$ cat src/core/ocm_consts.vh
`ifndef OCM_CONSTS_VH
`define OCM_CONSTS_VH

// control register bus word offsets
`define OCM_ADDR_W            10
`define OCM_DATA_WINDOW_BASE  10'h000
`define OCM_DATA_SIDE_CONTROL 10'h001
`define OCM_INSTR_WINDOW_BASE 10'h002
`define OCM_INSTR_SIDE_CTRL   10'h003
`define OCM_INSTR_FILL_ADDR   10'h004
`define OCM_INSTR_FILL_DATA   10'h005

// side control register fields (bit 7 is the leftmost bit of the byte)
`define OCM_CTL_DEC_EN        7
`define OCM_CTL_FWD_DIS       6
`define OCM_CTL_RATIO_HI      2
`define OCM_CTL_RATIO_LO      0
`define OCM_DATA_CTL_MASK     8'hC7
`define OCM_INSTR_CTL_MASK    8'h87

// reset values
`define OCM_BASE_RST          8'h00
`define OCM_CTL_RST           8'h00
`define OCM_FILL_ADDR_RST     22'h000000
`define OCM_FILL_DATA_RST     32'h00000000

// fill address placement on the bus (write lanes and read lanes differ)
`define OCM_FILL_WR_HI        23
`define OCM_FILL_WR_LO        2
`define OCM_FILL_RD_PAD       10'h000

// cycles after reset release before the fabric values are taken
`define OCM_STRAP_DLY         2'h3

// window compare uses the top address byte: a 16 MB window
`define OCM_WIN_HI            31
`define OCM_WIN_LO            24

`endif

$ cat src/core/ocm_ctrl.v
`timescale 1ns/100ps
`include "ocm_consts.vh"

// What this block does
// - each fill data write puts exactly one 32-bit word into instruction RAM
// - lowest fill address bit picks the half for the next word
// - each fill data write toggles even and odd half enables
// - fill address holds 22 bits, loaded from bus bits 2 to 23
// - fill address bits 1 to 21 drive the 21-bit RAM write address
// - RAM write address advances by one after every fill data write
// - fill data bus bits 0 to 31 pass unchanged to RAM write data
// - reading fill address returns its bits on read data bits 10 to 31
// - instruction RAM writes and reads share the instruction memory clock
// - all control registers of both sides are readable and writable
// - each side's 8-bit base meets CPU address bits 24 to 31, 16 MB
// - window base and control values can also come from fabric inputs
// - RAM address outputs are bits 2-23 data side, 3-23 instruction side
// - ratio code is 2n-1; 111 means 4:1; even codes unsupported
// - forwarding disabled: load data latched directly, two cycle latency
// - forwarding enabled: load data steered then latched, one cycle latency
// - a side's decoder answers only while its enable bit is set
// - multi-cycle mode waits for aligned memory edge before a transfer
module ocm_ctrl #(
    parameter DW = 32
)(
    // clock and reset
    input  wire                   clk_i,
    input  wire                   rst_i,
    // control register bus
    input  wire [`OCM_ADDR_W-1:0] dcr_addr_i,
    input  wire                   dcr_rd_i,
    input  wire                   dcr_wr_i,
    input  wire [DW-1:0]          dcr_wdata_i,
    output reg  [DW-1:0]          dcr_rdata_o,
    output reg                    dcr_ack_o,
    // fabric configuration values
    input  wire [7:0]             data_window_base_input_i,
    input  wire [7:0]             data_control_input_i,
    input  wire [7:0]             instr_window_base_input_i,
    input  wire [7:0]             instr_control_input_i,
    // cpu requests
    input  wire                   data_req_i,
    input  wire [31:0]            data_addr_i,
    input  wire                   fetch_req_i,
    input  wire [31:0]            fetch_addr_i,
    // load data path
    input  wire                   load_valid_i,
    input  wire [DW-1:0]          load_data_i,
    output reg                    load_valid_o,
    output reg  [DW-1:0]          load_data_o,
    // data side memory
    output reg                    data_mem_ce_o,
    output reg                    data_start_o,
    output reg  [21:0]            data_ram_address_o,
    // instruction side memory
    output reg                    instr_mem_ce_o,
    output reg                    instr_start_o,
    output reg  [20:0]            instr_ram_read_address_o,
    input  wire                   instr_ram_ready_i,
    output reg  [20:0]            instr_ram_write_address_o,
    output reg  [DW-1:0]          instr_ram_write_data_o,
    output reg                    even_half_write_enable_o,
    output reg                    odd_half_write_enable_o,
    // status
    output reg                    ratio_unsupported_o
);

localparam FW = 21 + 1 + DW;

// n-1 for a ratio code of 2n-1; even codes fall back to 1:1
function [1:0] ocm_ratio;
    input [2:0] code;
    begin
        ocm_ratio = code[0] ? code[2:1] : 2'h0;
    end
endfunction

reg  [7:0]    data_window_base;
reg  [7:0]    data_side_control;
reg  [7:0]    instr_window_base;
reg  [7:0]    instr_side_control;
reg  [21:0]   instr_fill_address;
reg  [DW-1:0] instr_fill_data;
reg  [31:0]   strap_s1;
reg  [31:0]   strap_s2;
reg  [1:0]    strap_cnt;
reg           strap_done;
reg  [1:0]    data_div;
reg  [1:0]    instr_div;
reg  [DW-1:0] load_q1;
reg           load_v1;
reg  [DW-1:0] next_rdata;
wire          req;
wire          fill_sel;
wire          fill_wr;
wire          take;
wire          buf_in_ready;
wire          buf_out_valid;
wire          buf_pop;
wire [FW-1:0] buf_out;
wire          data_start;
wire          instr_start;
wire [21:0]   data_addr;
wire [20:0]   instr_addr;
wire [1:0]    data_n;
wire [1:0]    instr_n;
wire          fwd_dis;

assign req      = (dcr_rd_i | dcr_wr_i) & ~dcr_ack_o;
assign fill_sel = (dcr_addr_i == `OCM_INSTR_FILL_DATA);
// a fill write waits while the buffer is full, so no word is lost
assign take     = req & ~(dcr_wr_i & fill_sel & ~buf_in_ready);
assign fill_wr  = take & dcr_wr_i & fill_sel;
assign data_n   = ocm_ratio(data_side_control[`OCM_CTL_RATIO_HI:`OCM_CTL_RATIO_LO]);
assign instr_n  = ocm_ratio(instr_side_control[`OCM_CTL_RATIO_HI:`OCM_CTL_RATIO_LO]);
assign fwd_dis  = data_side_control[`OCM_CTL_FWD_DIS];
// drain only on an instruction memory edge that the RAM accepts
assign buf_pop  = instr_mem_ce_o & instr_ram_ready_i;

// fabric values cross in through two flip-flops
always @(posedge clk_i or posedge rst_i)
begin
    if (rst_i)
    begin
        strap_s1 <= 32'h00000000;
        strap_s2 <= 32'h00000000;
    end
    else
    begin
        strap_s1 <= {data_window_base_input_i, data_control_input_i,
                     instr_window_base_input_i, instr_control_input_i};
        strap_s2 <= strap_s1;
    end
end

always @(posedge clk_i or posedge rst_i)
begin
    if (rst_i)
    begin
        strap_cnt  <= 2'h0;
        strap_done <= 1'b0;
    end
    else if (!strap_done)
    begin
        if (strap_cnt == `OCM_STRAP_DLY)
            strap_done <= 1'b1;
        else
            strap_cnt <= strap_cnt + 2'h1;
    end
end

// register file
always @(posedge clk_i or posedge rst_i)
begin
    if (rst_i)
    begin
        data_window_base   <= `OCM_BASE_RST;
        data_side_control  <= `OCM_CTL_RST;
        instr_window_base  <= `OCM_BASE_RST;
        instr_side_control <= `OCM_CTL_RST;
        instr_fill_address <= `OCM_FILL_ADDR_RST;
        instr_fill_data    <= `OCM_FILL_DATA_RST;
    end
    else if (!strap_done && strap_cnt == `OCM_STRAP_DLY)
    begin
        data_window_base   <= strap_s2[31:24];
        data_side_control  <= strap_s2[23:16] & `OCM_DATA_CTL_MASK;
        instr_window_base  <= strap_s2[15:8];
        instr_side_control <= strap_s2[7:0] & `OCM_INSTR_CTL_MASK;
    end
    else if (take && dcr_wr_i)
    begin
        case (dcr_addr_i)
            `OCM_DATA_WINDOW_BASE:
                data_window_base <= dcr_wdata_i[7:0];
            `OCM_DATA_SIDE_CONTROL:
                data_side_control <= dcr_wdata_i[7:0] & `OCM_DATA_CTL_MASK;
            `OCM_INSTR_WINDOW_BASE:
                instr_window_base <= dcr_wdata_i[7:0];
            `OCM_INSTR_SIDE_CTRL:
                instr_side_control <= dcr_wdata_i[7:0] & `OCM_INSTR_CTL_MASK;
            `OCM_INSTR_FILL_ADDR:
                instr_fill_address <= dcr_wdata_i[`OCM_FILL_WR_HI:`OCM_FILL_WR_LO];
            `OCM_INSTR_FILL_DATA:
            begin
                instr_fill_data <= dcr_wdata_i;
                // word address steps by one and the half select flips
                instr_fill_address <= {instr_fill_address[21:1] + 21'h000001,
                                       ~instr_fill_address[0]};
            end
            default:
                instr_fill_data <= instr_fill_data;
        endcase
    end
end

// read data and acknowledge; unmapped offsets read zero
always @*
begin
    next_rdata = 32'h00000000;
    case (dcr_addr_i)
        `OCM_DATA_WINDOW_BASE:  next_rdata = {24'h000000, data_window_base};
        `OCM_DATA_SIDE_CONTROL: next_rdata = {24'h000000, data_side_control};
        `OCM_INSTR_WINDOW_BASE: next_rdata = {24'h000000, instr_window_base};
        `OCM_INSTR_SIDE_CTRL:   next_rdata = {24'h000000, instr_side_control};
        `OCM_INSTR_FILL_ADDR:   next_rdata = {instr_fill_address, `OCM_FILL_RD_PAD};
        `OCM_INSTR_FILL_DATA:   next_rdata = instr_fill_data;
        default:                next_rdata = 32'h00000000;
    endcase
end

always @(posedge clk_i or posedge rst_i)
begin
    if (rst_i)
    begin
        dcr_ack_o   <= 1'b0;
        dcr_rdata_o <= 32'h00000000;
    end
    else
    begin
        dcr_ack_o <= take;
        if (take && dcr_rd_i)
            dcr_rdata_o <= next_rdata;
        else if (take)
            dcr_rdata_o <= 32'h00000000;
    end
end

// memory clock enables: one pulse every n processor clocks
always @(posedge clk_i or posedge rst_i)
begin
    if (rst_i)
    begin
        data_div            <= 2'h0;
        instr_div           <= 2'h0;
        data_mem_ce_o       <= 1'b0;
        instr_mem_ce_o      <= 1'b0;
        ratio_unsupported_o <= 1'b0;
    end
    else
    begin
        data_mem_ce_o  <= (data_div == 2'h0);
        instr_mem_ce_o <= (instr_div == 2'h0);
        data_div       <= (data_div == 2'h0) ? data_n : data_div - 2'h1;
        instr_div      <= (instr_div == 2'h0) ? instr_n : instr_div - 2'h1;
        ratio_unsupported_o <= ~data_side_control[`OCM_CTL_RATIO_LO] |
                               ~instr_side_control[`OCM_CTL_RATIO_LO];
    end
end

// fill words wait here for the next instruction memory edge
ocm_buf2 #(
    .WIDTH (FW)
) u_fill_buf (
    .clk_i       (clk_i),
    .rst_i       (rst_i),
    .in_valid_i  (fill_wr),
    .in_ready_o  (buf_in_ready),
    .in_data_i   ({instr_fill_address, dcr_wdata_i}),
    .out_valid_o (buf_out_valid),
    .out_ready_i (buf_pop),
    .out_data_o  (buf_out)
);

// write port: enables last one memory cycle, from one edge to the next
always @(posedge clk_i or posedge rst_i)
begin
    if (rst_i)
    begin
        instr_ram_write_address_o <= 21'h000000;
        instr_ram_write_data_o    <= 32'h00000000;
        even_half_write_enable_o  <= 1'b0;
        odd_half_write_enable_o   <= 1'b0;
    end
    else if (buf_pop && buf_out_valid)
    begin
        instr_ram_write_address_o <= buf_out[FW-1:DW+1];
        instr_ram_write_data_o    <= buf_out[DW-1:0];
        even_half_write_enable_o  <= ~buf_out[DW];
        odd_half_write_enable_o   <= buf_out[DW];
    end
    else if (instr_mem_ce_o)
    begin
        even_half_write_enable_o <= 1'b0;
        odd_half_write_enable_o  <= 1'b0;
    end
end

// address decoders for both windows
ocm_win #(
    .AW  (22),
    .LSB (2)
) u_data_win (
    .clk_i    (clk_i),
    .rst_i    (rst_i),
    .base_i   (data_window_base),
    .en_i     (data_side_control[`OCM_CTL_DEC_EN]),
    .mem_ce_i (data_mem_ce_o),
    .req_i    (data_req_i),
    .addr_i   (data_addr_i),
    .start_o  (data_start),
    .addr_o   (data_addr),
    .wait_o   ()
);

ocm_win #(
    .AW  (21),
    .LSB (3)
) u_instr_win (
    .clk_i    (clk_i),
    .rst_i    (rst_i),
    .base_i   (instr_window_base),
    .en_i     (instr_side_control[`OCM_CTL_DEC_EN]),
    .mem_ce_i (instr_mem_ce_o),
    .req_i    (fetch_req_i),
    .addr_i   (fetch_addr_i),
    .start_o  (instr_start),
    .addr_o   (instr_addr),
    .wait_o   ()
);

always @(posedge clk_i or posedge rst_i)
begin
    if (rst_i)
    begin
        data_start_o             <= 1'b0;
        data_ram_address_o       <= 22'h000000;
        instr_start_o            <= 1'b0;
        instr_ram_read_address_o <= 21'h000000;
    end
    else
    begin
        data_start_o             <= data_start;
        data_ram_address_o       <= data_addr;
        instr_start_o            <= instr_start;
        instr_ram_read_address_o <= instr_addr;
    end
end

// load data: one stage when steered, two when forwarding is off
always @(posedge clk_i or posedge rst_i)
begin
    if (rst_i)
    begin
        load_q1      <= 32'h00000000;
        load_v1      <= 1'b0;
        load_data_o  <= 32'h00000000;
        load_valid_o <= 1'b0;
    end
    else
    begin
        load_q1 <= load_data_i;
        load_v1 <= load_valid_i;
        if (fwd_dis)
        begin
            load_data_o  <= load_q1;
            load_valid_o <= load_v1;
        end
        else
        begin
            load_data_o  <= load_data_i;
            load_valid_o <= load_valid_i;
        end
    end
end

endmodule // ocm_ctrl

$ cat src/core/ocm_buf2.v
`timescale 1ns/100ps

module ocm_buf2 #(
    parameter WIDTH = 8
)(
    // clock and reset
    input  wire             clk_i,
    input  wire             rst_i,
    // filling side
    input  wire             in_valid_i,
    output wire             in_ready_o,
    input  wire [WIDTH-1:0] in_data_i,
    // draining side
    output wire             out_valid_o,
    input  wire             out_ready_i,
    output wire [WIDTH-1:0] out_data_o
);

reg [WIDTH-1:0] slot0;
reg [WIDTH-1:0] slot1;
reg [1:0]       count;
wire            push;
wire            pop;

assign in_ready_o  = (count != 2'h2);
assign out_valid_o = (count != 2'h0);
assign out_data_o  = slot0;
assign push        = in_valid_i & in_ready_o;
assign pop         = out_valid_o & out_ready_i;

always @(posedge clk_i or posedge rst_i)
begin
    if (rst_i)
    begin
        slot0 <= {WIDTH{1'b0}};
        slot1 <= {WIDTH{1'b0}};
        count <= 2'h0;
    end
    else if (push && pop)
    begin
        if (count == 2'h1)
            slot0 <= in_data_i;
        else
        begin
            slot0 <= slot1;
            slot1 <= in_data_i;
        end
    end
    else if (pop)
    begin
        slot0 <= slot1;
        count <= count - 2'h1;
    end
    else if (push)
    begin
        if (count == 2'h0)
            slot0 <= in_data_i;
        else
            slot1 <= in_data_i;
        count <= count + 2'h1;
    end
end

endmodule // ocm_buf2

$ cat src/core/ocm_win.v
`timescale 1ns/100ps
`include "ocm_consts.vh"

module ocm_win #(
    parameter AW  = 22,
    parameter LSB = 2
)(
    // clock and reset
    input  wire          clk_i,
    input  wire          rst_i,
    // configuration
    input  wire [7:0]    base_i,
    input  wire          en_i,
    input  wire          mem_ce_i,
    // cpu request
    input  wire          req_i,
    input  wire [31:0]   addr_i,
    // memory side
    output reg           start_o,
    output reg  [AW-1:0] addr_o,
    output wire          wait_o
);

reg        pend;
reg [31:0] addr_q;
wire       hit;

// top address byte against the window base, only while decoding is on
assign hit    = req_i & en_i & (addr_i[`OCM_WIN_HI:`OCM_WIN_LO] == base_i);
assign wait_o = pend;

always @(posedge clk_i or posedge rst_i)
begin
    if (rst_i)
    begin
        pend    <= 1'b0;
        addr_q  <= 32'h00000000;
        start_o <= 1'b0;
        addr_o  <= {AW{1'b0}};
    end
    else
    begin
        start_o <= pend & mem_ce_i;
        if (hit)
        begin
            pend   <= 1'b1;
            addr_q <= addr_i;
        end
        else if (pend && mem_ce_i)
            pend <= 1'b0;
        if (pend && mem_ce_i)
            addr_o <= addr_q[LSB+AW-1:LSB];
    end
end

endmodule // ocm_win

$ cat config.mk
export PLATFORM = sky130hd
export DESIGN_NAME = ocm_ctrl
export DESIGN_NICKNAME = d
export VERILOG_FILES = /design/src/core/ocm_ctrl.v /design/src/core/ocm_buf2.v /design/src/core/ocm_win.v
export VERILOG_INCLUDE_DIRS = /design/src /design/src/core
export SDC_FILE = /design/constraint.sdc
export NUM_CORES = 1
export LEC_CHECK = 0
export ABC_AREA = 1
export BUFFER_PORTS_ARGS = -buffer_cell sky130_fd_sc_hd__buf_2
export CAP_MARGIN = 20
export CELL_PAD_IN_SITES_DETAIL_PLACEMENT = 0
export CELL_PAD_IN_SITES_GLOBAL_PLACEMENT = 2
export CORE_MARGIN = 3
export CORE_UTILIZATION = 37
export DETAILED_ROUTE_END_ITERATION = 10
export GPL_TIMING_DRIVEN = 0
export PLACE_DENSITY_LB_ADDON = 0.1
export SETUP_SLACK_MARGIN = 0.5
export SLEW_MARGIN = 30
export SYNTH_ARGS = -nofsm -noshare
export SYNTH_HDL_FRONTEND = slang
export SYNTH_HIERARCHICAL = 1
export SYNTH_SLANG_ARGS = --single-unit
$ cat constraint.sdc
create_clock -name clk_i -period 18.6 [get_ports clk_i]
set_input_delay 2.79 -clock clk_i [delete_from_list [all_inputs] [get_ports clk_i]]
set_output_delay 2.79 -clock clk_i [all_outputs]
set_load 0.05 [all_outputs]
==> results of run 1 <==
[state kept, by name, indices dropped and copies added, names as in the netlist, 4 cells and up]
name / count
u_instr_win/addr_q: 21
data_window_base: 8
strap_s2: 25
instr_fill_address: 22
load_q1: 32
u_fill_buf/out_data_o: 54
instr_window_base: 8
instr_ram_read_address_o: 21
instr_ram_write_address_o: 21
u_data_win/addr_o: 22
load_data_o: 32
u_data_win/addr_q: 22
strap_s1: 25
data_ram_address_o: 22
dcr_rdata_o: 32
data_side_control: 5
instr_side_control: 4
u_instr_win/addr_o: 21
instr_fill_data: 32
u_fill_buf/slot1: 54
instr_ram_write_data_o: 32
[layout by cell type, fill, tap and decap left out, types with 4 or more instances in the layout]
| master | count |
|---|---|
| a21boi_0 | 14 |
| a21boi_1 | 6 |
| buf_16 | 6 |
| buf_2 | 383 |
| buf_4 | 6 |
| buf_6 | 19 |
| bufinv_16 | 5 |
| clkbuf_1 | 37 |
| clkbuf_16 | 60 |
| clkbuf_8 | 15 |
| clkinv_2 | 13 |
| dfrtp_1 | 538 |
| ha_1 | 7 |
| inv_1 | 236 |
| inv_2 | 13 |
| mux2_2 | 53 |
| nand2_1 | 1008 |
| nand2_2 | 7 |
| nand2_4 | 4 |
| nand3_1 | 242 |
| nand3_2 | 7 |
| nor2_1 | 69 |
| nor2_2 | 5 |
| nor2_4 | 11 |
| o21ai_0 | 29 |
| o21ai_1 | 39 |
| o22ai_1 | 23 |
| or2_2 | 5 |
| xor2_1 | 9 |
[metrics by stage]
| step | power (mW) | area, sq um | std cells | utilization (%) | worst slack [ns] |
|---|---|---|---|---|---|
| 6_report | 3.22 | 27100 | 3677 | 45.7 | 13.37 |
| 5_1_grt | 3.37 | 27100 | 3677 | 45.7 | 13.13 |
| 3_5_place_dp | 2.05 | 25000 | 3568 | 42.3 | 12.72 |
| 4_1_cts | 3.27 | 27100 | 3677 | 45.7 | 13.39 |
| 3_3_place_gp | 2.03 | 24900 | 3562 | 42.0 | 2.01 |
| 2_1_floorplan | 1.84 | 22200 | 2455 | - | 6.44 |
[metal layers]
| metal | track usage (%) | wire length [um] |
|---|---|---|
| met2 | 32.2 | 29100 |
| met4 | 4.94 | 1360 |
| met5 | 0 | 13 |
| met1 | 29.3 | 30000 |
| met3 | 4.30 | 3700 |
[power groups by stage]
stage	Combinational, mW	Sequential, mW	Clock [mW]
after floorplan	0.268	1.57	0
after global placement	0.639	1.39	0
after detailed placement	0.651	1.39	0
after CTS	0.652	1.37	1.24
after global routing	0.700	1.39	1.29
final	0.643	1.37	1.20
[layout make-up]
class,instances,area [sq um]
fill,5901,32200
buffer,100,602
clock inverter,23,272
inverter,254,975
multi-input combinational,1563,7210
tap,773,967
timing repair buffer,340,1840
clock buffer,86,1750
sequential,538,13500
[worst paths after layout]
check                                    start                    to  slack, ns  cells after the start
hold / removal                    strap_s1[11]          strap_s2[11]       0.35                      0
setup reg to reg           u_fill_buf/count[0]  u_fill_buf/slot1[41]      15.23                     18
setup / recovery                 dcr_addr_i[5]  u_fill_buf/slot1[41]      13.37                     18
hold reg to reg                   strap_s1[11]          strap_s2[11]       0.35                      0
max in group asynchronous                rst_i           load_q1[21]      14.78                      5
min in group asynchronous                rst_i   u_fill_buf/count[1]       2.22                      2
[kinds of logic (layout without fill, tap and decap cells)]
kind of cell,after synthesis,count (layout),share of synthesized area (%)
compound gates,123,123,3.28
mux,53,53,2.69
simple gates,1370,1370,25.7
fa+ha+maj,7,7,0.394
flops,538,538,60.6
xor+xnor,10,10,0.394
buf+inv,354,803,7.01
==> results.tsv, run 1 <==
stage	metric	value	unit
worst_setup_path	max_stage_delay	0.56	ns
clocking	clockBufferDepth	3	
sta	final_max_slew_viol_count	0	
synth	yosysMostFrequentCell	nand2_1	
sta	clock_skew	0.0247	ns
sta	fin_setup_tns	0	ns
drt	vias	17029	
die	dieArea	63100	sq um
power_and_ir_drop	power_leakage	15.0	nW
synth	yosys_warnings	6	
worst_setup_path	critPathCaptureType	flip-flop	
die	chipWidth	251	um
clocking	cts_setup_buffers	0	
sta	finalSetupViolCount	0	
synth	avgSynthCellArea	9.05	sq um
synth	synth_cells	2455	
layout	synthToLayoutAreaGrowth	21.8	%
power_and_ir_drop	p_sw	1.01	mW
drt	ant_nets	0	
clocking	cts_sinks	538	
worst_setup_path	worst_ep_required_time	19.10	ns
global_route	track_usage	20.5	%
sta	slew_headroom	47.5	%
power_and_ir_drop	seqPwrFrac	42.7	%
layout	fin_nets	3042	
die	io-pin-count	347	
sta	clock.fmax	0.191	GHz
synth	async_flop_share	100	%
sta	finalCriticalPeriod	5.23	ns
power_and_ir_drop	p_per_area	119	nW/um^2
run	max-cap-violations	0	
synth	synth_top_area_share	60.6	%
drt	drtIter0Drc	1088	
clocking	htreeDepth	2	
synth	ys_types	39	
worst_setup_path	cp.arrival	5.73	ns
power_and_ir_drop	clkPwrFrac	37.3	%
global_route	gr-total-overflow	0	
worst_setup_path	start_kind	primary input	
synth	synth_edf_count	0	
sta	fin_crit_sh	28.1	%
synth	ys_ff_latch	538	
global_route	grt_pass1_wl	101	mm
synth	synthTopCellsByCount	nand2_1, dfrtp_1, nand3_1, inv_1, nor2_1	
layout	insertedDiodeCount	0	
sta	rsz0062_at_grt	false	
synth	synth_area_leaders	dfrtp_1, nand2_1, nand3_1	
die	rows	89	
clocking	post_cts_resize_count	0	
die	die_y	251	um
worst_setup_path	path_cells	buf_2 > nor2_1 > nand2_2 > nor2_4 > nand3_2 > nand3_4 > buf_6 > inv_1 > nand2_1 > inv_1 > nand2_2 > inv_1 > ha_1 > a21oi_2 > nand2_2 > buf_2 > nand2_1 > nand2_1	
power_and_ir_drop	power_frac_comb	20.0	%
placement	place_congestion	0.809	
synth	synth-main-ff-cell	dfrtp_1	
synth	ys_seq_area_share	60.6	%
clocking	path_clk_slew	0.06	ns
synth	synth_area	22200	sq um
worst_setup_path	worst-setup-path-type	in2reg	
global_route	antenna_found_initial	2	
clocking	cts_hold_buf	0	
worst_setup_path	cp_max_fo	10	
power_and_ir_drop	intPower	2.21	mW
worst_setup_path	slowest_stage	a21oi_2	
layout	drive_gt1_share	21.7	%
drt	via_per_inst	4.63	
synth	yosysTopAreaCell	dfrtp_1	
worst_setup_path	path_buf_inv	6	
die	start_util	37.5	%
hold_path	hold_class	reg2reg	
drt	wirelength	64.2	mm
drt	drc_errors	0	
run_status	outcome	finished, final reports clean	
power_and_ir_drop	max-vdd-ir-drop	60.8	uV
drt	wire_per_inst	17.5	um
clocking	clock_latency	0.62	ns
clocking	cts_tree	yes	
sta	holdWs	0.347	ns
clocking	cts-root-buf	clkbuf_16	
sta	tightest_slew	0.787	ns
placement	port_buffers	334	
sta	hold_viol	0	
worst_setup_path	worst_path_dominant_cell_family	simple AND/OR/NAND/NOR gates	
drt	dr.pass1.iters	5	
placement	dp.final_hpwl	47.6	mm
clocking	cts_buffers	60	
die	core	59200	sq um
power_and_ir_drop	switching_share	31.3	%
global_route	grt_start_max_net_pins	84	
synth	synthesis.nets	2640	
global_route	first_global_vias	17256	
Power figures use the tool's default switching activity.
==> run 2: changes to the inputs <==
- CORE_UTILIZATION: 37 -> 31
- clock period: 18.6 -> 4.6 ns (I/O delays scaled with it)
==> run 2 against run 1 <==
- first-iteration DRC count down 17%
- clock power rose to 4.1 times the previous value
- flip-flop and latch count unchanged
- non-clock buffer count up 10
- sequential share of layout area down 0.75 points
- core utilization down 6.7 points
- setup slack worse by 12 ns
- critical path type is now reg2reg
- highest routed layer unchanged
==> results.tsv, run 2 (synthesized netlist as in run 1, its figures left out) <==
stage	metric	value	unit	change
worst_setup_path	rrSetupSlack	1.23	ns	was 15.23 ns
drt	ant_nets	0		unchanged
worst_setup_path	cp_max_fo	10		unchanged
layout	fin_nets	3052		was 3,042
worst_setup_path	cp.arrival	3.87	ns	was 5.73 ns
clocking	cts-root-buf	clkbuf_16		unchanged
placement	placedInstanceArea	25500	sq um	was 25,000 sq um
global_route	grt_start_max_net_pins	84		unchanged
clocking	cts_setup_buffers	0		unchanged
placement	place_ws	0.734	ns	was 12.72 ns
sta	fin_setup_tns	0	ns	unchanged
sta	finalCriticalPeriod	3.37	ns	
power_and_ir_drop	power_leakage	15.0	nW	about the same
layout	seqCellArea	13500	sq um	unchanged
placement	place_inst	3745		was 3,568
worst_setup_path	critPathCaptureType	flip-flop		unchanged
layout	design_area	27500	sq um	was 27,100 sq um
sta	fin_crit_sh	73.2	%	
clocking	cts_hold_buf	0		unchanged
sta	rsz0062_at_grt	false		unchanged
drt	dr.pass1.iters	5		unchanged
sta	finalSetupViolCount	0		unchanged
sta	clock_skew	0.0174	ns	was 0.0247 ns
layout	synthToLayoutAreaGrowth	23.7	%	was 21.8%
drt	drtIter0Drc	908		was 1,088
worst_setup_path	worst_ep_required_time	5.10	ns	was 19.10 ns
global_route	grt_pass1_wl	107	mm	was 101 mm
placement	dp.final_hpwl	51.6	mm	was 47.6 mm
layout	mostFrequentLayoutCells	nand2_1, dfrtp_1, buf_2, nand3_1, inv_1		unchanged
power_and_ir_drop	max-vdd-ir-drop	262	uV	was 60.8 uV
layout	multi_input_area	7210	sq um	unchanged
drt	wire_per_inst	17.9	um	was 17.5 um
clocking	cts_tree	yes		unchanged
clocking	clock_latency	0.62	ns	about the same
drt	vias	17103		was 17,029
sta	tightest_slew	0.739	ns	was 0.787 ns
layout	drive_gt1_share	22.1	%	was 21.7%
global_route	track_usage	18.6	%	was 20.5%
clocking	cts_buffers	60		unchanged
sta	slew_headroom	50.8	%	was 47.5%
clocking	clockBufferDepth	3		unchanged
worst_setup_path	worst-setup-path-type	reg2reg		was in2reg
layout	final_common_cell	nand2_1		unchanged
clocking	post_cts_resize_count	0		unchanged
die	chipWidth	274	um	was 251 um
die	dieArea	75000	sq um	was 63,100 sq um
die	core	70500	sq um	was 59,200 sq um
sta	fin_ws	1.23	ns	was 13.37 ns
hold_path	hold_class	in2async		was reg2reg
die	start_util	31.5	%	was 37.5%
global_route	antenna_found_initial	7		was 2
layout	fillCellCount	7336		was 5,901
sta	clock.fmax	0.297	GHz	
sta	hold_viol	0		unchanged
power_and_ir_drop	p_per_area	478	nW/um^2	was 119 nW/um^2
clocking	cts_sinks	538		unchanged
global_route	gr-total-overflow	0		unchanged
die	die_y	274	um	was 251 um
run	max-cap-violations	0		unchanged
die	io-pin-count	347		unchanged
layout	post-route-util	39.0	%	was 45.7%
drt	wirelength	68.8	mm	was 64.2 mm
drt	via_per_inst	4.44		was 4.63
run_status	outcome	finished, final reports clean		unchanged
clocking	htreeDepth	2		unchanged
placement	port_buffers	334		unchanged
placement	place_congestion	0.793		was 0.809
layout	layout.cells.non_filler	3852		was 3,677
clocking	path_clk_slew	0.06	ns	about the same
sta	final_max_slew_viol_count	0		unchanged
drt	drc_errors	0		unchanged
worst_setup_path	start_kind	flip-flop		was primary input
die	rows	97		was 89
global_route	first_global_vias	17907		was 17,256
-- run 2: cell types whose count changed in the layout (fill, tap and decap cells not counted), sizes merged --
| cell | delta |
|---|---|
| clkbuf | -8 |
| clkinvlp | +4 |
| diode | +1 |
| inv | -3 |
| bufinv | +2 |
| buf | +10 |
| clkinv | +2 |
-- run 2: layer usage --
layer	GRT usage, %	share of wire (%)
met1	25.5	46
met2	30.1	46
met3	3.77	5.8
met4	4.41	2.1
met5	0	0.031
-- run 2: layout make-up --
class                           instances  share of cell area, %
Clock inverter                         28                   1.24
Inverter                              254                   3.53
Multi-Input combinational cell       1563                   26.2
Tap cell                              940                   4.28
Clock buffer                           78                   6.15
Sequential cell                       538                   49.0
Timing Repair Buffer                  350                   7.41
Buffer                                100                   2.19
Antenna cell                            1                0.00910
-- run 2: worst max-delay path, stage by stage, from the launching register on --
cell,delay (ns)
dfrtp_1,0.41
inv_1,0.10
ha_1,0.16
inv_2,0.06
nor2_1,0.13
nand3_2,0.12
nand3_4,0.17
buf_6,0.20
inv_1,0.05
nand2_1,0.05
inv_1,0.05
nand2_2,0.10
inv_1,0.07
ha_1,0.24
a21oi_2,0.58
nand2_2,0.32
buf_2,0.30
nand2_1,0.08
nand2_1,0.05
-- run 2: per-stage QoR --
step	hold slack (ns)	total power, mW
finish	0.102	13.1
global route	0.0869	13.8
CTS	0.0591	13.4
detailed placement	0.335	8.33
global placement	0.335	8.26
floorplan	0.331	7.43
-- run 2: final timing paths --
path,startpoint,endpoint,cells past startpoint
max reg2reg,u_fill_buf/count[0],u_fill_buf/slot1[42],18
min,rst_i,u_fill_buf/slot1[4],2
max,u_fill_buf/count[0],u_fill_buf/slot1[42],18
max in group asynchronous,rst_i,load_q1[23],6
min reg2reg,strap_s1[10],strap_s2[10],0
min in group clk_i,instr_control_input_i[7],strap_s1[7],1
-- run 2: report_power, final --
group	switching, mW	total [mW]	internal [mW]
logic	1.87	2.64	0.771
clock network	1.99	4.95	2.96
registers	0.300	5.56	5.26
total	4.15	13.1	8.99
==> run 3: changes to the inputs <==
- clock period: 4.6 -> 2.8 ns (I/O delays scaled with it)
==> run 3 against run 2 <==
- design area rose by 8.3%
- setup slack got worse by 0.84 ns
- first-iteration DRC count grew 6.1%
- sequential share of layout area decreased by 3.8 points
- critical endpoint is now u_fill_buf/out_data_o[7]
==> results.tsv, run 3 (synthesized netlist as in run 1, its figures left out) <==
stage	metric	value	unit	change
run	max-cap-violations	0		unchanged
sta	fin_crit_sh	85.9	%	was 73.2%
drt	via_per_inst	4.45		was 4.44
sta	final_max_slew_viol_count	0		unchanged
placement	place_inst	3749		was 3,745
global_route	first_global_vias	17987		was 17,907
placement	dp.final_hpwl	51.8	mm	was 51.6 mm
drt	wire_per_inst	17.8	um	was 17.9 um
sta	hold_viol	0		unchanged
worst_setup_path	crit_start	u_fill_buf/count[0]		unchanged
worst_setup_path	path_cells	inv_2 > buf_4 > buf_4 > ha_1 > inv_2 > nand2_4 > inv_2 > ha_4 > buf_12 > nand2_8 > nand2_8 > buf_12 > buf_16 > nand2_4 > nand3_2 > nand2_1		was inv_1 > ha_1 > inv_2 > nor2_1 > nand3_2 > nand3_4 > buf_6 > inv_1 > nand2_1 > inv_1 > nand2_2 > inv_1 > ha_1 > a21oi_2 > nand2_2 > buf_2 > nand2_1 > nand2_1
drt	wl_met3	3.86	mm	was 3.98 mm
worst_setup_path	reg2reg_from	u_fill_buf/count[0]		unchanged
sta	clock.fmax	0.416	GHz	was 0.297 GHz
worst_setup_path	cpMostUsedCell	inv_2		was inv_1
layout	design_area	29800	sq um	was 27,500 sq um
layout	post-route-util	42.2	%	was 39.0%
drt	dr.pass1.iters	5		unchanged
placement	place_congestion	0.819		was 0.793
clocking	cts_buffers	61		was 60
layout	drive_gt1_share	26.6	%	was 22.1%
worst_setup_path	worst_path_dominant_cell_family	buffers and inverters		was simple AND/OR/NAND/NOR gates
worst_setup_path	cp_max_fo	6		was 10
worst_setup_path	slowest_stage	dfrtp_1		was a21oi_2
power_and_ir_drop	power.total	22.6	mW	was 13.1 mW
worst_setup_path	critPathCaptureType	flip-flop		unchanged
worst_setup_path	critical_path.endpoint	u_fill_buf/out_data_o[7]		was u_fill_buf/slot1[42]
worst_setup_path	r2r_cells	16		was 18
sta	rsz0062_at_grt	true		was false
worst_setup_path	max_stage_delay	0.36	ns	was 0.58 ns
sta	clock_skew	0.0207	ns	was 0.0174 ns
worst_setup_path	cp_num_cells	16		was 18
layout	synthToLayoutAreaGrowth	33.9	%	was 23.7%
sta	finalCriticalPeriod	2.41	ns	was 3.37 ns
power_and_ir_drop	power_leakage	15.9	nW	was 15.0 nW
sta	holdWs	0.0490	ns	was 0.102 ns
clocking	path_clk_slew	0.06	ns	about the same
clocking	cts-root-buf	clkbuf_16		unchanged
placement	port_buffers	334		unchanged
worst_setup_path	rr_endpoint	u_fill_buf/out_data_o[7]		was u_fill_buf/slot1[42]
worst_setup_path	cp.arrival	2.91	ns	was 3.87 ns
drt	wirelength	70.9	mm	was 68.8 mm
layout	fin_nets	3166		was 3,052
layout	final_common_cell	nand2_1		unchanged
layout	mostFrequentLayoutCells	nand2_1, dfrtp_1, buf_2, inv_1, nand3_1		was nand2_1, dfrtp_1, buf_2, nand3_1, inv_1
worst_setup_path	worst-setup-path-type	reg2reg		unchanged
worst_setup_path	worst_ep_required_time	3.30	ns	was 5.10 ns
die	rows	97		unchanged
drt	ant_nets	0		unchanged
die	die_y	274	um	unchanged
drt	met1Wirelength	33.1	mm	was 31.5 mm
sta	finalSetupViolCount	0		unchanged
worst_setup_path	start_kind	flip-flop		unchanged
sta	tightest_slew	0.726	ns	was 0.739 ns
drt	drtIter0Drc	963		was 908
worst_setup_path	rrSetupSlack	0.39	ns	was 1.23 ns
drt	met2WireLength	32.5	mm	was 31.9 mm
power_and_ir_drop	p_per_area	759	nW/um^2	was 478 nW/um^2
placement	placedInstanceArea	25600	sq um	was 25,500 sq um
hold_path	hold_class	in2reg		was in2async
global_route	track_usage	18.8	%	was 18.6%
clocking	clockBufferDepth	3		unchanged
drt	highest_layer	met5		unchanged
layout	layout.cells.non_filler	3974		was 3,852
sta	slew_headroom	51.6	%	was 50.8%
worst_setup_path	path_buf_inv	8		was 7
die	start_util	31.5	%	unchanged
die	dieArea	75000	sq um	unchanged
die	io-pin-count	347		unchanged
clocking	clock_latency	0.63	ns	was 0.62 ns
drt	vias	17695		was 17,103
global_route	gr-total-overflow	0		unchanged
global_route	grt_start_max_net_pins	47		was 84
clocking	htreeDepth	2		unchanged
run_status	outcome	finished, final reports clean		unchanged
drt	drc_errors	0		unchanged
clocking	cts_sinks	538		unchanged
die	core	70500	sq um	unchanged
die	chipWidth	274	um	unchanged
global_route	antenna_found_initial	7		unchanged
clocking	cts_tree	yes		unchanged
power_and_ir_drop	max-vdd-ir-drop	489	uV	was 262 uV
global_route	grt_pass1_wl	108	mm	was 107 mm
==> run 3: changes by cell type in the layout (fill, tap and decap cells not counted), moves of 13 or more <==
cell,delta
buf_2,-18
buf_4,+23
nand3_1,-49
buf_8,+13
nand2_1,-53
nand2_2,+28
nand3_2,+47
dlygate4sd3_1,+69
nand2_4,+21
==> run 3: final cells by class <==
cell class | count | area [sq um]
Buffer | 100 | 779
Sequential cell | 538 | 13500
Multi-Input combinational cell | 1566 | 7880
Tap cell | 940 | 1180
Inverter | 254 | 977
Antenna cell | 2 | 5.00
Fill cell | 7037 | 40700
Clock inverter | 26 | 355
Clock buffer | 88 | 1780
Timing Repair Buffer | 460 | 3360
==> run 3: worst min path at each step <==
| stage | start | end | slack (ns) | depth (start not counted) |
|---|---|---|---|---|
| global placement | strap_s1[26] | strap_s2[26] | 0.33 | 0 |
| finish | fetch_addr_i[5] | u_instr_win/addr_q[5] | 0.05 | 3 |
| CTS | fetch_addr_i[13] | u_instr_win/addr_q[13] | 0.001 | 3 |
| detailed placement | strap_s1[17] | strap_s2[17] | 0.33 | 0 |
| global route | fetch_addr_i[11] | u_instr_win/addr_q[11] | 0.01 | 3 |
| floorplan | u_data_win/start_o | data_start_o | 0.33 | 0 |
==> run 3: layer usage <==
metal | GRT usage [%] | vias up
li1 | - | 8700
met3 | 3.76 | 103
met5 | 0 | -
met4 | 4.37 | 4
met1 | 26.5 | 8502
met2 | 29.9 | 386
==> run 3: per-stage QoR <==
stage | setup TNS [ns] | setup slack (ns)
final | 0 | 0.394
after global routing | 0 | 0.248
after CTS | 0 | 0.415
after detailed placement | -30.88 | -0.342
after global placement | -1585.66 | -4.67
after floorplan | -722.84 | -2.14
==> run 3: what timing repair did <==
| item | 4_1_cts | 5_1_grt |
|---|---|---|
| hold buffers | 69 | 0 |
| hold endpoints to repair | 195 | 0 |
| setup buffers | 23 | 5 |
| setup endpoints to repair | 108 | 139 |
| gates cloned | 8 | 4 |
| gates resized for setup | 98 | 98 |
| pin swaps | 11 | 39 |
==> run 3: worst register-to-register path: stages, from the launching register on <==
cell and delay (ns):
dfrtp_1 0.36, inv_2 0.06, buf_4 0.12, buf_4 0.12, ha_1 0.25, inv_2 0.14, nand2_4 0.13, inv_2 0.11
ha_4 0.19, buf_12 0.13, nand2_8 0.10, nand2_8 0.18, buf_12 0.12, buf_16 0.13, nand2_4 0.05, nand3_2 0.05
nand2_1 0.05
==> run 3: report_power, final <==
group,switching [mW],internal (mW)
clock network,3.31,5.14
logic,3.35,1.68
registers,0.471,8.64
